==> config.mk <==
export PLATFORM = sky130hd
export DESIGN_NAME = bap_pmu
export DESIGN_NICKNAME = d
export VERILOG_FILES = /design/src/hdl/bap_pkg.sv /design/src/hdl/bap_pmu.sv
export VERILOG_INCLUDE_DIRS = /design/src /design/src/hdl
export SDC_FILE = /design/constraint.sdc
export NUM_CORES = 1
export LEC_CHECK = 0
export ABC_AREA = 1
export BUFFER_PORTS_ARGS = -buffer_cell sky130_fd_sc_hd__buf_2
export CORE_MARGIN = 2
export CORE_UTILIZATION = 40
export DETAILED_ROUTE_END_ITERATION = 10
export GPL_TIMING_DRIVEN = 0
export PLACE_DENSITY = 0.59
export SYNTH_ARGS = -nofsm -noshare
export SYNTH_HDL_FRONTEND = slang
export SYNTH_SLANG_ARGS = --single-unit
==> constraint.sdc <==
create_clock -name ref_clk_i -period 2.2 [get_ports ref_clk_i]
set_input_delay 0.22 -clock ref_clk_i [delete_from_list [all_inputs] [get_ports ref_clk_i]]
set_output_delay 0.22 -clock ref_clk_i [all_outputs]
set_load 0.005 [all_outputs]
==> src/hdl/bap_consts.svh <==
// bap_consts.svh: register indices, field positions, reset values, timing
// assumes: included by bare name; byte address = 4 * index
`ifndef BAP_CONSTS_SVH
`define BAP_CONSTS_SVH

// ----------------------------------------------------------------
// register indices
// ----------------------------------------------------------------
`define BAP_IDX_MISC6     8'h70
`define BAP_IDX_FORCE_CTL 8'h74
`define BAP_IDX_ACT_MASK  8'h75
`define BAP_IDX_SMI_EN    8'h82
`define BAP_IDX_S2S_TMR   8'h86
`define BAP_IDX_REQ_CLR   8'hA2
`define BAP_IDX_MODE_STS  8'hA4
`define BAP_IDX_SRC_STS   8'hA5
`define BAP_IDX_PMU_CTL3  8'hAD

// ----------------------------------------------------------------
// field positions
// ----------------------------------------------------------------
`define BAP_BIT_SOFT_PWR    5
`define BAP_BIT_FORCE_DIS   7
`define BAP_BIT_PWR_MASK    6
`define BAP_BIT_PWR_ACT_EN  4
`define BAP_BIT_EN_RESUME   0
`define BAP_BIT_EN_LOW_DOZE 1
`define BAP_BIT_EN_DOZE_SLP 2
`define BAP_BIT_EN_SLP_SUS  3
`define BAP_SRC_RESUME      0
`define BAP_SRC_SLP_SUS     3

// ----------------------------------------------------------------
// reset values and timing
// ----------------------------------------------------------------
`define BAP_RST_BYTE     8'h00
`define BAP_CLK_NS       10
`define BAP_REFRESH_NS   15000
`define BAP_REFRESH_CYC  (`BAP_REFRESH_NS / `BAP_CLK_NS)

`endif

==> src/hdl/bap_pkg.sv <==
// bap_pkg.sv: types of the power manager event block
// assumes: nothing
package bap_pkg;

  // one-hot power modes, highest to lowest
  typedef enum logic [5:0] {
    PM_HIGH    = 6'h01,
    PM_LOW     = 6'h02,
    PM_DOZE    = 6'h04,
    PM_SLEEP   = 6'h08,
    PM_SUSPEND = 6'h10,
    PM_OFF     = 6'h20
  } bap_mode_t;

endpackage

==> src/hdl/bap_pmu.sv <==
// bap_pmu.sv: battery, external power and suspend key event logic
// assumes: Avalon-MM master, external mode timers give expiry levels
//
// Design decisions made here: the placing of the registers and register access over Avalon-MM.
`include "bap_consts.svh"
`timescale 1ns/10ps
`default_nettype none

// Operation
// final battery level never SMI, never readable
// final battery low without power forces Suspend
// forced descent steps one mode per refresh
// wake goes high speed, then descends again
// enabled mode-change events pause forced descent
// final battery low in Sleep forces Suspend
// power present inhibits three upper timers
// soft power bit acts like pin, except forcing
// power rising edge makes enabled activity event
// suspend key steps down to Sleep
// resume key jumps to high speed
// resume key raises enabled SMI
// Sleep-to-Suspend expiry raises enabled SMI
// suspend key edge raises no SMI
// source-status write ends Temporary-On into Suspend
// SMI sets source bit, write clears it
// key edge in Temporary-On held until write
// Temporary-On runs clocks, not a mode value
// key ignored until descent reaches Sleep
// SMI level held until request-clear write
// resume enters full-on, not Temporary-On
// refresh strobe paces steps, inputs synchronised
module bap_pmu (
  input  wire logic        ref_clk_i,
  input  wire logic        reset_n_i,
  input  wire logic [9:0]  avs_address_i,
  input  wire logic        avs_read_i,
  input  wire logic        avs_write_i,
  input  wire logic [31:0] avs_writedata_i,
  output logic      [31:0] avs_readdata_o,
  output logic             avs_waitrequest_o,
  input  wire logic        battery_level_final_n_i,
  input  wire logic        external_power_present_i,
  input  wire logic        suspend_resume_key_i,
  input  wire logic        wake_event_i,
  input  wire logic        tmr_high_low_i,
  input  wire logic        tmr_low_doze_i,
  input  wire logic        tmr_doze_sleep_i,
  input  wire logic        tmr_susp_off_i,
  output logic             smi_request_o,
  output logic             clocks_on_o,
  output logic [5:0]       pm_mode_o,
  output logic             temp_on_o,
  output logic             refresh_o
);

  // ----------------------------------------------------------------
  // declarations
  // ----------------------------------------------------------------
  bap_pkg::bap_mode_t mode_r;
  bap_pkg::bap_mode_t step_mode;
  logic [10:0] ref_cnt_r;
  logic        refresh_r;
  logic [1:0]  bl_s_r;
  logic [1:0]  ext_s_r;
  logic [2:0]  key_s_r;
  logic        pwr_d_r;
  logic        ack_r;
  logic [31:0] rdata_r;
  logic [7:0]  misc6_r;
  logic [7:0]  force_ctl_r;
  logic [7:0]  act_mask_r;
  logic [7:0]  smi_en_r;
  logic [7:0]  s2s_tmr_r;
  logic [7:0]  ctl3_r;
  logic [7:0]  s2s_cnt_r;
  logic [7:0]  src_r;
  logic        smi_r;
  logic        temp_on_r;
  logic        susp_go_r;
  logic        key_held_r;
  logic        desc_r;
  logic        resume_pend_r;
  logic        wake_pend_r;
  logic        hit;
  logic        wr_en;
  logic [7:0]  idx;
  logic        a2_wr;
  logic        a5_wr;
  logic        bl_low;
  logic        ext_on;
  logic        pwr_any;
  logic        run_mode;
  logic        force_on;
  logic        pause;
  logic        force_step;
  logic        key_edge;
  logic        key_act;
  logic        act_evt;
  logic        s2s_exp;
  logic        s2s_fire;
  logic        resume_fire;
  logic        busy;
  logic [7:0]  src_set;
  logic [31:0] rd_mux;

  // ----------------------------------------------------------------
  // refresh strobe and input synchronisers
  // ----------------------------------------------------------------
  always_ff @(posedge ref_clk_i or negedge reset_n_i)
  begin
    if (!reset_n_i)
    begin
      ref_cnt_r <= 11'h000;
      refresh_r <= 1'b0;
    end
    else
    begin
      refresh_r <= (ref_cnt_r == 11'(`BAP_REFRESH_CYC - 1));
      if (ref_cnt_r == 11'(`BAP_REFRESH_CYC - 1))
        ref_cnt_r <= 11'h000;
      else
        ref_cnt_r <= ref_cnt_r + 11'h001;
    end
  end

  always_ff @(posedge ref_clk_i or negedge reset_n_i)
  begin
    if (!reset_n_i)
    begin
      bl_s_r  <= 2'h3;
      ext_s_r <= 2'h0;
      key_s_r <= 3'h0;
      pwr_d_r <= 1'b0;
    end
    else
    begin
      bl_s_r  <= {bl_s_r[0], battery_level_final_n_i};
      ext_s_r <= {ext_s_r[0], external_power_present_i};
      key_s_r <= {key_s_r[1:0], suspend_resume_key_i};
      pwr_d_r <= pwr_any;
    end
  end

  assign bl_low   = ~bl_s_r[1];
  assign ext_on   = ext_s_r[1];
  assign key_edge = key_s_r[1] & ~key_s_r[2];
  assign pwr_any  = ext_on | misc6_r[`BAP_BIT_SOFT_PWR];
  assign act_evt  = pwr_any & ~pwr_d_r & ctl3_r[`BAP_BIT_PWR_ACT_EN]
                    & ~act_mask_r[`BAP_BIT_PWR_MASK];

  // ----------------------------------------------------------------
  // bus slave: one wait cycle, then completion
  // ----------------------------------------------------------------
  assign hit               = avs_read_i | avs_write_i;
  assign avs_waitrequest_o = hit & ~ack_r;
  assign wr_en             = avs_write_i & ack_r;
  assign idx               = avs_address_i[9:2];
  assign a2_wr = wr_en & (idx == `BAP_IDX_REQ_CLR) & (avs_address_i[1:0] == 2'h0);
  assign a5_wr = wr_en & (idx == `BAP_IDX_SRC_STS) & (avs_address_i[1:0] == 2'h0);

  always_comb
  begin
    rd_mux = 32'h0000_0000;
    // final battery level has no readable location
    if (avs_address_i[1:0] == 2'h0)
    begin
      case (idx)
        `BAP_IDX_MISC6:     rd_mux[7:0] = misc6_r;
        `BAP_IDX_FORCE_CTL: rd_mux[7:0] = force_ctl_r;
        `BAP_IDX_ACT_MASK:  rd_mux[7:0] = act_mask_r;
        `BAP_IDX_SMI_EN:    rd_mux[7:0] = smi_en_r;
        `BAP_IDX_S2S_TMR:   rd_mux[7:0] = s2s_tmr_r;
        `BAP_IDX_PMU_CTL3:  rd_mux[7:0] = ctl3_r;
        `BAP_IDX_MODE_STS:  rd_mux[5:0] = mode_r;
        `BAP_IDX_SRC_STS:   rd_mux[7:0] = src_r;
        default:            rd_mux = 32'h0000_0000;
      endcase
    end
  end

  always_ff @(posedge ref_clk_i or negedge reset_n_i)
  begin
    if (!reset_n_i)
    begin
      ack_r   <= 1'b0;
      rdata_r <= 32'h0000_0000;
    end
    else
    begin
      ack_r <= hit & ~ack_r;
      if (avs_read_i & ~ack_r)
        rdata_r <= rd_mux;
    end
  end

  assign avs_readdata_o = rdata_r;

  always_ff @(posedge ref_clk_i or negedge reset_n_i)
  begin
    if (!reset_n_i)
    begin
      misc6_r     <= `BAP_RST_BYTE;
      force_ctl_r <= `BAP_RST_BYTE;
      act_mask_r  <= `BAP_RST_BYTE;
      smi_en_r    <= `BAP_RST_BYTE;
      s2s_tmr_r   <= `BAP_RST_BYTE;
      ctl3_r      <= `BAP_RST_BYTE;
    end
    else if (wr_en && avs_address_i[1:0] == 2'h0)
    begin
      case (idx)
        `BAP_IDX_MISC6:     misc6_r     <= avs_writedata_i[7:0];
        `BAP_IDX_FORCE_CTL: force_ctl_r <= avs_writedata_i[7:0];
        `BAP_IDX_ACT_MASK:  act_mask_r  <= avs_writedata_i[7:0];
        `BAP_IDX_SMI_EN:    smi_en_r    <= avs_writedata_i[7:0];
        `BAP_IDX_S2S_TMR:   s2s_tmr_r   <= avs_writedata_i[7:0];
        `BAP_IDX_PMU_CTL3:  ctl3_r      <= avs_writedata_i[7:0];
        default:            ;
      endcase
    end
  end

  // ----------------------------------------------------------------
  // forced descent and step decode
  // ----------------------------------------------------------------
  assign run_mode = (mode_r == bap_pkg::PM_HIGH) | (mode_r == bap_pkg::PM_LOW)
                    | (mode_r == bap_pkg::PM_DOZE);
  // the real pin cancels forcing, the soft power bit does not
  assign force_on = bl_low & ~ext_on & ~force_ctl_r[`BAP_BIT_FORCE_DIS];
  assign pause = ((mode_r == bap_pkg::PM_LOW) & smi_en_r[`BAP_BIT_EN_LOW_DOZE])
               | ((mode_r == bap_pkg::PM_DOZE) & smi_en_r[`BAP_BIT_EN_DOZE_SLP])
               | ((mode_r == bap_pkg::PM_SLEEP) & smi_en_r[`BAP_BIT_EN_SLP_SUS]);
  assign force_step = (force_on & ~pause & (run_mode | (mode_r == bap_pkg::PM_SLEEP)))
                    | ((mode_r == bap_pkg::PM_SLEEP) & bl_low & ~ext_on);
  assign busy = resume_pend_r | wake_pend_r;

  always_comb
  begin
    case (mode_r)
      bap_pkg::PM_HIGH:  step_mode = bap_pkg::PM_LOW;
      bap_pkg::PM_LOW:   step_mode = bap_pkg::PM_DOZE;
      bap_pkg::PM_DOZE:  step_mode = bap_pkg::PM_SLEEP;
      bap_pkg::PM_SLEEP: step_mode = bap_pkg::PM_SUSPEND;
      bap_pkg::PM_OFF:   step_mode = bap_pkg::PM_OFF;
      default:           step_mode = bap_pkg::PM_SUSPEND;
    endcase
  end

  // ----------------------------------------------------------------
  // sleep-to-suspend timer, counted in refreshes
  // ----------------------------------------------------------------
  always_ff @(posedge ref_clk_i or negedge reset_n_i)
  begin
    if (!reset_n_i)
      s2s_cnt_r <= 8'h00;
    else if (mode_r != bap_pkg::PM_SLEEP)
      s2s_cnt_r <= s2s_tmr_r;
    else if (refresh_r && s2s_cnt_r != 8'h00)
      s2s_cnt_r <= s2s_cnt_r - 8'h01;
  end

  assign s2s_exp  = (mode_r == bap_pkg::PM_SLEEP) & (s2s_cnt_r == 8'h00)
                    & (s2s_tmr_r != 8'h00) & ~temp_on_r;
  assign s2s_fire = refresh_r & s2s_exp & smi_en_r[`BAP_BIT_EN_SLP_SUS]
                    & ~busy & ~force_step & ~desc_r;
  assign resume_fire = refresh_r & resume_pend_r;

  // ----------------------------------------------------------------
  // mode state machine
  // ----------------------------------------------------------------
  always_ff @(posedge ref_clk_i or negedge reset_n_i)
  begin
    if (!reset_n_i)
      mode_r <= bap_pkg::PM_HIGH;
    else if (refresh_r)
    begin
      if (busy)
        mode_r <= bap_pkg::PM_HIGH;
      else if (temp_on_r)
      begin
        if (susp_go_r)
          mode_r <= bap_pkg::PM_SUSPEND;
      end
      else if ((desc_r && run_mode) || force_step)
        mode_r <= step_mode;
      else
      begin
        case (mode_r)
          bap_pkg::PM_HIGH:
            if (tmr_high_low_i && !pwr_any)
              mode_r <= bap_pkg::PM_LOW;
          bap_pkg::PM_LOW:
            if (tmr_low_doze_i && !pwr_any)
              mode_r <= bap_pkg::PM_DOZE;
          bap_pkg::PM_DOZE:
            if (tmr_doze_sleep_i && !pwr_any)
              mode_r <= bap_pkg::PM_SLEEP;
          bap_pkg::PM_SLEEP:
            if (s2s_exp && !smi_en_r[`BAP_BIT_EN_SLP_SUS])
              mode_r <= bap_pkg::PM_SUSPEND;
          bap_pkg::PM_SUSPEND:
            if (tmr_susp_off_i)
              mode_r <= bap_pkg::PM_OFF;
          bap_pkg::PM_OFF:
            mode_r <= bap_pkg::PM_OFF;
          default:
            mode_r <= bap_pkg::PM_HIGH;
        endcase
      end
    end
  end

  // ----------------------------------------------------------------
  // temporary-on servicing state
  // ----------------------------------------------------------------
  always_ff @(posedge ref_clk_i or negedge reset_n_i)
  begin
    if (!reset_n_i)
    begin
      temp_on_r <= 1'b0;
      susp_go_r <= 1'b0;
    end
    else
    begin
      if (s2s_fire)
        temp_on_r <= 1'b1;
      else if (refresh_r && (busy || susp_go_r))
        temp_on_r <= 1'b0;
      // a write on a refresh edge is kept unless that refresh ends temporary-on
      if (a5_wr && temp_on_r && !(refresh_r && (susp_go_r || busy)))
        susp_go_r <= 1'b1;
      else if (refresh_r)
        susp_go_r <= 1'b0;
    end
  end

  // ----------------------------------------------------------------
  // suspend/resume key and wake events
  // ----------------------------------------------------------------
  // a held edge is replayed by the source-status write
  assign key_act = (key_edge & ~temp_on_r) | (key_held_r & a5_wr);

  always_ff @(posedge ref_clk_i or negedge reset_n_i)
  begin
    if (!reset_n_i)
    begin
      key_held_r    <= 1'b0;
      desc_r        <= 1'b0;
      resume_pend_r <= 1'b0;
      wake_pend_r   <= 1'b0;
    end
    else
    begin
      if (key_edge && temp_on_r)
        key_held_r <= 1'b1;
      else if (a5_wr)
        key_held_r <= 1'b0;
      // suspend edge starts descent only, no request
      if (key_act && !desc_r && run_mode)
        desc_r <= 1'b1;
      else if (refresh_r && (!run_mode || mode_r == bap_pkg::PM_DOZE || busy))
        desc_r <= 1'b0;
      if (key_act && !desc_r && !run_mode)
        resume_pend_r <= 1'b1;
      else if (refresh_r)
        resume_pend_r <= 1'b0;
      if (wake_event_i || act_evt)
        wake_pend_r <= 1'b1;
      else if (refresh_r)
        wake_pend_r <= 1'b0;
    end
  end

  // ----------------------------------------------------------------
  // source status and request level
  // ----------------------------------------------------------------
  always_comb
  begin
    src_set = 8'h00;
    src_set[`BAP_SRC_RESUME]  = resume_fire & smi_en_r[`BAP_BIT_EN_RESUME];
    src_set[`BAP_SRC_SLP_SUS] = s2s_fire;
  end

  always_ff @(posedge ref_clk_i or negedge reset_n_i)
  begin
    if (!reset_n_i)
    begin
      src_r <= 8'h00;
      smi_r <= 1'b0;
    end
    else
    begin
      src_r <= (a5_wr ? 8'h00 : src_r) | src_set;
      smi_r <= (a2_wr ? 1'b0 : smi_r) | (|src_set);
    end
  end

  assign smi_request_o = smi_r;
  assign clocks_on_o   = run_mode | temp_on_r;
  assign pm_mode_o     = mode_r;
  assign temp_on_o     = temp_on_r;
  assign refresh_o     = refresh_r;
endmodule
`default_nettype wire

Yosys cells after proc, flatten, opt, wreduce, memory -nomap -nowiden
Index checks and enable logic that the tools add are counted.
W data, S select, Z words.

storage, ports and cells
  input bits = 54
  register bits after elaboration = 130
  output and inout port bits = 43

operators by class
  add/sub/neg operators = 2
  reductions and logical operators = 44
  multiplexer cells = 29
  equal/unequal tests = 23
  bitwise logic cells = 57

operators with widths
  cell                     number
  $mux W6                  9
  $eq A8 B8 Y1 const B     6
  $pmux W6 S8              1
  $pmux W6 S6              1
  $and A1 B1 Y1            32
  $mux W8                  4
  $eq A8 B7 Y1 const B     3
  $pmux W6 S4              1
  $reduce_bool A8 Y1       2
  $logic_and A1 B1 Y1      15
  $ne A5 B3 Y1 const B     3
  $pmux W2 S7              1
  $reduce_bool A2 Y1       7
  $not A1 Y1               12
  $or A1 B1 Y1             12
  $reduce_and A2 Y1        6
  $add A11 B1 Y11 const B  1
  $eq A11 B11 Y1 const B   1
  $mux W1                  11
  $mux W11                 1
  $ne A5 B5 Y1 const B     2
  $logic_not A8 Y1         1
  $or A8 B4 Y8             1
  $sub A8 B1 Y8 const B    1
  other kinds (13)         21

Depth between registers and ports, before layout
Gate-level depths: netlist (run 1).

  depth after elaboration = 13
  gate-level depth with buffers = 13
  gate-level depth less buffers = 13

Worst setup path before layout (run 1)
Ideal clock, no wire load.

  path type = flip-flop to flip-flop
  from = register mode_r[5] (netlist: pm_mode_o[5])
  to = register mode_r[5] (netlist: pm_mode_o[5])
  required time = 2.083 ns
  arrival time = 1.448 ns
  cell stages (with the launch flop) = 12
  path slack = 0.635 ns
  buffers on the path = 0
  cell sequence = dfrtp_1 nor2_4 nand2_2 a21o_1 nand2_2 nand2_2 nand4_2 nand2_2 clkinv_4 nand3_4 nand2_1 nand2_1

between the ends
  word-level cells in the longest chain between the ends = 12

RTL lines
  item                                                        line            source
  from (decl)                                                 bap_pmu.sv:59   bap_pkg::bap_mode_t mode_r;
  from (signal assigned)                                      bap_pmu.sv:274  mode_r <= bap_pkg::PM_HIGH;
  from (signal assigned)                                      bap_pmu.sv:278  mode_r <= bap_pkg::PM_HIGH;
  from (signal assigned)                                      bap_pmu.sv:282  mode_r <= bap_pkg::PM_SUSPEND;
  branches (longest 12 deep; another with $reduce_and A7 Y1)  -

Parallel ways; which one is timed is not known.
A chain may end at the register's enable or synchronous reset.

Worst setup path after layout (run 1)
  from = register mode_r[5] (netlist: pm_mode_o[5])
  to = output port clocks_on_o

between the ends
  word-level cells in the longest chain between the ends = 4

RTL lines
  item                                                 line            source
  $eq A6 B1 Y1 / $eq A6 B2 Y1 (equally long branches)  bap_pmu.sv:226  assign run_mode = (mode_r == bap_pkg::PM_HIGH) | (mode_r == bap_pkg::PM_LOW)
  $or A1 B1 Y1                                         bap_pmu.sv:226
  $or A1 B1 Y1 *                                       bap_pmu.sv:227  | (mode_r == bap_pkg::PM_DOZE);
  $or A1 B1 Y1 *                                       bap_pmu.sv:399  assign clocks_on_o = run_mode | temp_on_r;
  to (decl)                                            bap_pmu.sv:50   output logic clocks_on_o,

Mark *: on every way between the ends. The rest lies on a longest branch, timed or not.

==> impl_metrics.env, run 1 <==
export IMPL_io_pins=97
export IMPL_skew_ns=0.00629
export IMPL_num_fill_cells=1237
export IMPL_synth_area_per_cell_um2=8.10
export IMPL_antenna_cells=0
export IMPL_hold_end="wake_pend_r$_DFFE_PN0P_"
export IMPL_rr_worst_depth=5
export IMPL_die_area_mm2=0.0135
export IMPL_drv_cap=0
export IMPL_num_rows=40
export IMPL_leakage_nw=3.07
export IMPL_synth_top_area_share_pct=48.2
export IMPL_rsz0062_at_grt="false"
export IMPL_busiest_layer="met2"
export IMPL_status="completed"
export IMPL_holdPathStages=3
export IMPL_comb_power_share_pct=5.3
export IMPL_synth_edf_count=0
export IMPL_tightest_slew_ns=0.556
export IMPL_fin_nets=766
export IMPL_grt_max_degree=61
export IMPL_p_int_mw=2.93
export IMPL_root_buffer="clkbuf_16"
export IMPL_place_worst_setup_slack_ns=0.388
export IMPL_synth_warnings=0
export IMPL_powerDensity_mw_per_mm2=629
export IMPL_dr_first_iter_drc_count=309
export IMPL_synth_common_cells="177 x nand2_1, 97 x dfrtp_1, 67 x inv_1"
export IMPL_worstHoldStart="wake_event_i"
export IMPL_die_w_um=116
export IMPL_fin_area_mm2=0.00596
export IMPL_ys_seq_elements=100
export IMPL_cts_sinks=100
export IMPL_cts_tree="built"
export IMPL_path_buf_inv=2
export IMPL_path_clk_slew_ns=0.07
export IMPL_cp_top_family="simple AND/OR/NAND/NOR gates"
export IMPL_slew_viol_final=0
export IMPL_wire_per_inst_um=13.7
export IMPL_cts_buffer_depth=2
export IMPL_post_cts_setup_buffers=0
export IMPL_die_y_um=116
export IMPL_slowest_delay_ns=0.46
export IMPL_ir_worst_vdd_mv=0.389
export IMPL_antenna_found_initial=0
export IMPL_min_path_type="in2reg"
export IMPL_dp_hpwl_um=9310
export IMPL_setup_ws_ns=0.304
export IMPL_crit_type="reg2out"
export IMPL_syn_inst=622
export IMPL_drive_above_1_share_pct=16.8
export IMPL_num_vias=4242
export IMPL_rrSetupSlack_ns=0.41
export IMPL_setup_viol_count_final=0
export IMPL_reg2reg_to="avs_readdata_o[7]$_DFFE_PN0P_"
export IMPL_cts_htree_levels=3
export IMPL_p_clk_share_pct=44.8
export IMPL_cts_buffers=9
export IMPL_gr_total_overflow=0
export IMPL_firstDrtPassIters=4
export IMPL_clkLatencyLatePin_ns=0.35
export IMPL_routed_wl_um=12100
export IMPL_ctsHoldBuffers=4
export IMPL_crit_top_cell="nand2_2"
export IMPL_ant_nets=0
export IMPL_cts_resized=0
export IMPL_yosysTopAreaCell="dfrtp_1"
export IMPL_critPathMaxFanout=6
export IMPL_grt_pass1_vias=4053
export IMPL_ys_seq_area_share_pct=49.8
export IMPL_use_met2_pct=30.9
export IMPL_drc=0
export IMPL_seqPwrFrac_pct=49.9
export IMPL_max_slew_margin_rel_pct=62.9
export IMPL_cp_cell_sequence="nor2_4 > nand2_2 > a21o_1 > nand2_2 > inv_1 > nand2_1 > buf_2"
export IMPL_viasPerCell=4.81
export IMPL_initial_core_util_pct=41.4
export IMPL_cp_required_ns=1.98
export IMPL_grt_pass1_wl_um=19800
export IMPL_synthArstFlopShare_pct=100
export IMPL_syn_to_final_growth_pct=18.3
export IMPL_switching_share_pct=21.9
export IMPL_grt_use_met3_pct=4.31
export IMPL_period_share_pct=86.2
export IMPL_layout_min_cycle_time_ns=1.90
export IMPL_grtUsageTotal_pct=19.2
export IMPL_reg2reg_from="ack_r$_DFF_PN0_"
export IMPL_fmax_ghz=0.527
export IMPL_synth_area_leaders="dfrtp_1 48%, nand2_1 13%, inv_1 5.0%"
export IMPL_met1_usage_pct=25.7
export IMPL_place_area_mm2=0.00560
export IMPL_ys_types=40
export IMPL_syn_area_mm2=0.00504
export IMPL_critPathCaptureType="output pin"
export IMPL_power_switching_mw=0.819
export IMPL_hold_viol_final=0
export IMPL_slowest_stage="dfrtp_1"
export IMPL_portBuffers=48
export IMPL_ys_flop_type="dfrtp_1"
export IMPL_fin_setup_tns_ns=0
export IMPL_gp_congestion=0.881
export IMPL_startpoint_type="flop"
export IMPL_critical_path_arrival_ns=1.68
export IMPL_yosysMostFrequentCell="nand2_1"
export IMPL_core_area_mm2=0.0122
==> per-layer routing <==
layer  wire, um  share of wire (%)  vias to the layer above
met4        212                1.8                        0
met3        551                4.6                       12
met5          0                  0                        -
li1           -                  -                     2152
met1       5660                 47                     1980
met2       5670                 47                       98
==> final cells by class <==
cell class	count	area [um2]	share of cell area (%)
Clock buffer	9	225	3.78
Sequential cell	100	2510	42.1
Multi-Input combinational cell	437	2110	35.4
Tap cell	168	210	3.53
Clock inverter	6	90.1	1.51
Timing Repair Buffer	53	310	5.21
Inverter	78	300	5.04
Buffer	30	206	3.46
==> power by group through the flow <==
stage	combinational, mW	clock, mW	sequential [mW]
floorplan	0.0966	0	1.90
global placement	0.184	0	1.90
detailed placement	0.194	0	1.90
CTS	0.200	1.73	1.87
global route	0.226	1.80	1.87
finish	0.198	1.68	1.87
==> kinds of logic (layout without fill, tap and decap cells) <==
group	after synthesis	in the layout	share of synthesized area (%)
AO/OA/AOI/OAI	95	95	11.0
XOR/XNOR	9	9	1.57
adder cells (fa/ha/maj)	3	3	0.745
buffers and inverters	108	176	10.1
flip-flops	100	100	49.8
other	1	24	0.0745
AND/OR/NAND/NOR	306	306	26.8
==> worst min-delay path: stages <==
cell and delay, ns:
buf_2 0.09, a21oi_1 0.04, o21ai_0 0.07
==> flip-flops by register name (all words and copies together), names as in the netlist, 2 cells and up <==
name	flops
act_mask_r	8
avs_readdata_o	8
bl_s_r	2
ctl3_r	8
ext_s_r	2
force_ctl_r	8
key_s_r	3
misc6_r	8
pm_mode_o	6
ref_cnt_r	11
s2s_cnt_r	8
s2s_tmr_r	8
smi_en_r	8
src_r	2
==> stage by stage <==
step,hold slack (ns),util [%],cells,power [mW]
after floorplan,-0.0756,-,645,2.00
after global placement,0.329,45.8,861,2.09
after detailed placement,0.256,46.1,862,2.10
after CTS,0.109,49.0,881,3.80
after global routing,0.127,49.0,881,3.89
final,0.109,49.0,881,3.75
==> cells in the final DEF, fill, tap and decap left out, types with 4 or more instances in the layout <==
| cell | Yosys | layout |
|---|---|---|
| buf_4 | 24 | 25 |
| nand2_1 | 177 | 177 |
| dfrtp_1 | 97 | 97 |
| nand2_2 | 7 | 7 |
| nor2_1 | 52 | 52 |
| a21oi_1 | 10 | 10 |
| inv_1 | 67 | 67 |
| buf_2 | 3 | 50 |
| nor3_1 | 7 | 7 |
| conb_1 | 1 | 24 |
| clkinv_1 | 4 | 4 |
| dlygate4sd3_1 | 0 | 4 |
| inv_2 | 5 | 5 |
| o221ai_1 | 7 | 7 |
| o21ai_0 | 47 | 47 |
| nand4_1 | 17 | 17 |
| a22o_1 | 4 | 4 |
| o21ai_1 | 15 | 15 |
| clkbuf_16 | 0 | 9 |
| nor2_2 | 5 | 5 |
| nand3_1 | 30 | 30 |
| xor2_1 | 8 | 8 |
==> how the worst max path moves through the flow <==
stage / start / endpoint / slack (ns) / cells after the start
after floorplan: pm_mode_o[5]$_DFFE_PN0P_ / pm_mode_o[5]$_DFFE_PN0P_ / 0.63 / 11
after global placement: reset_n_i / force_ctl_r[6]$_DFFE_PN0P_ / -0.17 / 1
after detailed placement: avs_address_i[5] / force_ctl_r[7]$_DFFE_PN0P_ / 0.39 / 10
after CTS: pm_mode_o[5]$_DFFE_PN0P_ / clocks_on_o / 0.28 / 7
after global routing: pm_mode_o[2]$_DFFE_PN0P_ / clocks_on_o / 0.18 / 7
final: pm_mode_o[5]$_DFFE_PN0P_ / clocks_on_o / 0.30 / 7
Power figures use the tool's default switching activity.
==> run 2, diff against run 1 <==
Settings changed: MAX_ROUTING_LAYER set to met4.
==> impl_metrics.env, run 2 (synthesis results as in run 1) <==
export IMPL_status="completed"
export IMPL_fin_nets=766
export IMPL_setup_viol_count_final=0
export IMPL_grt_pass1_vias=4048
export IMPL_syn_to_final_growth_pct=18.3
export IMPL_die_y_um=116
export IMPL_cts_tree="built"
export IMPL_portBuffers=48
export IMPL_ctsHoldBuffers=4
export IMPL_crit_type="reg2out"
export IMPL_reg2reg_from="ack_r$_DFF_PN0_"
export IMPL_comb_power_share_pct=5.3
export IMPL_antenna_cells=0
export IMPL_root_buffer="clkbuf_16"
export IMPL_p_int_mw=2.93
export IMPL_drv_cap=0
export IMPL_worstHoldStart="wake_event_i"
export IMPL_grt_max_degree=61
export IMPL_leakage_nw=3.07
export IMPL_die_w_um=116
export IMPL_core_area_mm2=0.0122
export IMPL_cts_sinks=100
export IMPL_cts_htree_levels=3
export IMPL_ant_nets=0
export IMPL_min_path_type="in2reg"
export IMPL_num_rows=40
export IMPL_viasPerCell=4.82
export IMPL_rrSetupSlack_ns=0.43
export IMPL_initial_core_util_pct=41.4
export IMPL_powerDensity_mw_per_mm2=628
export IMPL_dp_hpwl_um=9310
export IMPL_wire_per_inst_um=13.7
export IMPL_num_fill_cells=1237
export IMPL_gr_total_overflow=0
export IMPL_cts_buffers=9
export IMPL_slew_viol_final=0
export IMPL_rsz0062_at_grt="false"
export IMPL_max_slew_margin_rel_pct=63.0
export IMPL_firstDrtPassIters=5
export IMPL_num_vias=4245
export IMPL_regMostFlops="ref_cnt_r"
export IMPL_clkLatencyLatePin_ns=0.35
export IMPL_post_cts_setup_buffers=0
export IMPL_critPathCaptureType="output pin"
export IMPL_setup_ws_ns=0.301
export IMPL_cp_required_ns=1.98
export IMPL_startpoint="pm_mode_o[5]$_DFFE_PN0P_"
export IMPL_final_common_cell="nand2_1"
export IMPL_critical_path_arrival_ns=1.68
export IMPL_fin_area_mm2=0.00596
export IMPL_seqPwrFrac_pct=49.9
export IMPL_routed_wl_um=12100
export IMPL_layout_min_cycle_time_ns=1.90
export IMPL_hold_viol_final=0
export IMPL_switching_share_pct=21.8
export IMPL_io_pins=97
export IMPL_drive_above_1_share_pct=16.8
export IMPL_critPathMaxFanout=6
export IMPL_gp_congestion=0.895
export IMPL_dr_first_iter_drc_count=314
export IMPL_skew_ns=0.00588
export IMPL_fmax_ghz=0.527
export IMPL_startpoint_type="flop"
export IMPL_antenna_found_initial=0
export IMPL_p_clk_share_pct=44.8
export IMPL_cts_buffer_depth=2
export IMPL_grtUsageTotal_pct=19.8
export IMPL_drc=0
export IMPL_ir_worst_vdd_mv=0.390
export IMPL_place_worst_setup_slack_ns=0.388
export IMPL_period_share_pct=86.3
export IMPL_power_switching_mw=0.816
export IMPL_tightest_slew_ns=0.556
export IMPL_largest_reg_flops=11
export IMPL_cts_resized=0
export IMPL_place_area_mm2=0.00560
export IMPL_grt_pass1_wl_um=19900
export IMPL_path_clk_slew_ns=0.07
export IMPL_layout_common_cells="177 x nand2_1, 97 x dfrtp_1, 67 x inv_1, 52 x nor2_1, 50 x buf_2"
export IMPL_die_area_mm2=0.0135
-- run 2: cell counts in the layout (fill, tap and decap cells not counted) --
No cell type changed its count.
-- run 2: path summary, 6_finish.rpt --
| check | endpoint | cells after the start |
|---|---|---|
| max reg2reg | avs_readdata_o[7]$_DFFE_PN0P_ | 5 |
| min reg2reg | key_s_r[1]$_DFF_PN0_ | 0 |
| min | wake_pend_r$_DFFE_PN0P_ | 3 |
| min in group asynchronous | key_s_r[2]$_DFF_PN0_ | 2 |
| max in group asynchronous | bl_s_r[1]$_DFF_PN1_ | 3 |
| max | clocks_on_o | 7 |
-- run 2: per-layer routing --
metal / global-route usage [%] / vias up / wire length [um]
li1: - / 2153 / -
met4: 6.75 / 0 / 227
met2: 30.9 / 103 / 5630
met3: 4.31 / 14 / 550
met1: 25.8 / 1975 / 5660
met5: - / - / 0
-- run 2: worst max-delay path: stages (launching register included) --
cell     delay (ns)
dfrtp_1        0.46
nor2_4         0.23
nand2_2        0.11
a21o_1         0.21
nand2_2        0.10
inv_1          0.06
nand2_1        0.05
buf_2          0.10
-- run 2: area by class of cell --
class / instances / area [um2] / share of cell area (%)
Clock buffer: 9 / 225 / 3.78
Clock inverter: 6 / 90.1 / 1.51
Multi-Input combinational cell: 437 / 2110 / 35.4
Inverter: 78 / 300 / 5.04
Sequential cell: 100 / 2510 / 42.1
Timing Repair Buffer: 53 / 310 / 5.21
Buffer: 30 / 206 / 3.46
Tap cell: 168 / 210 / 3.53
-- run 2: power by group through the flow --
stage / Sequential (mW) / Clock [mW] / Combinational (mW)
after detailed placement: 1.90 / 0 / 0.194
after floorplan: 1.90 / 0 / 0.0966
after global placement: 1.90 / 0 / 0.184
after global routing: 1.87 / 1.80 / 0.226
final: 1.87 / 1.68 / 0.198
after CTS: 1.87 / 1.73 / 0.200
-- run 2: per-stage QoR --
step	hold WS, ns	setup TNS, ns	util [%]	std cells	total power, mW
floorplan	-0.0756	0	-	645	2.00
global placement	0.329	-15.31	45.8	861	2.09
detailed placement	0.256	0	46.1	862	2.10
CTS	0.109	0	49.0	881	3.80
global route	0.127	0	49.0	881	3.89
finish	0.110	0	49.0	881	3.74
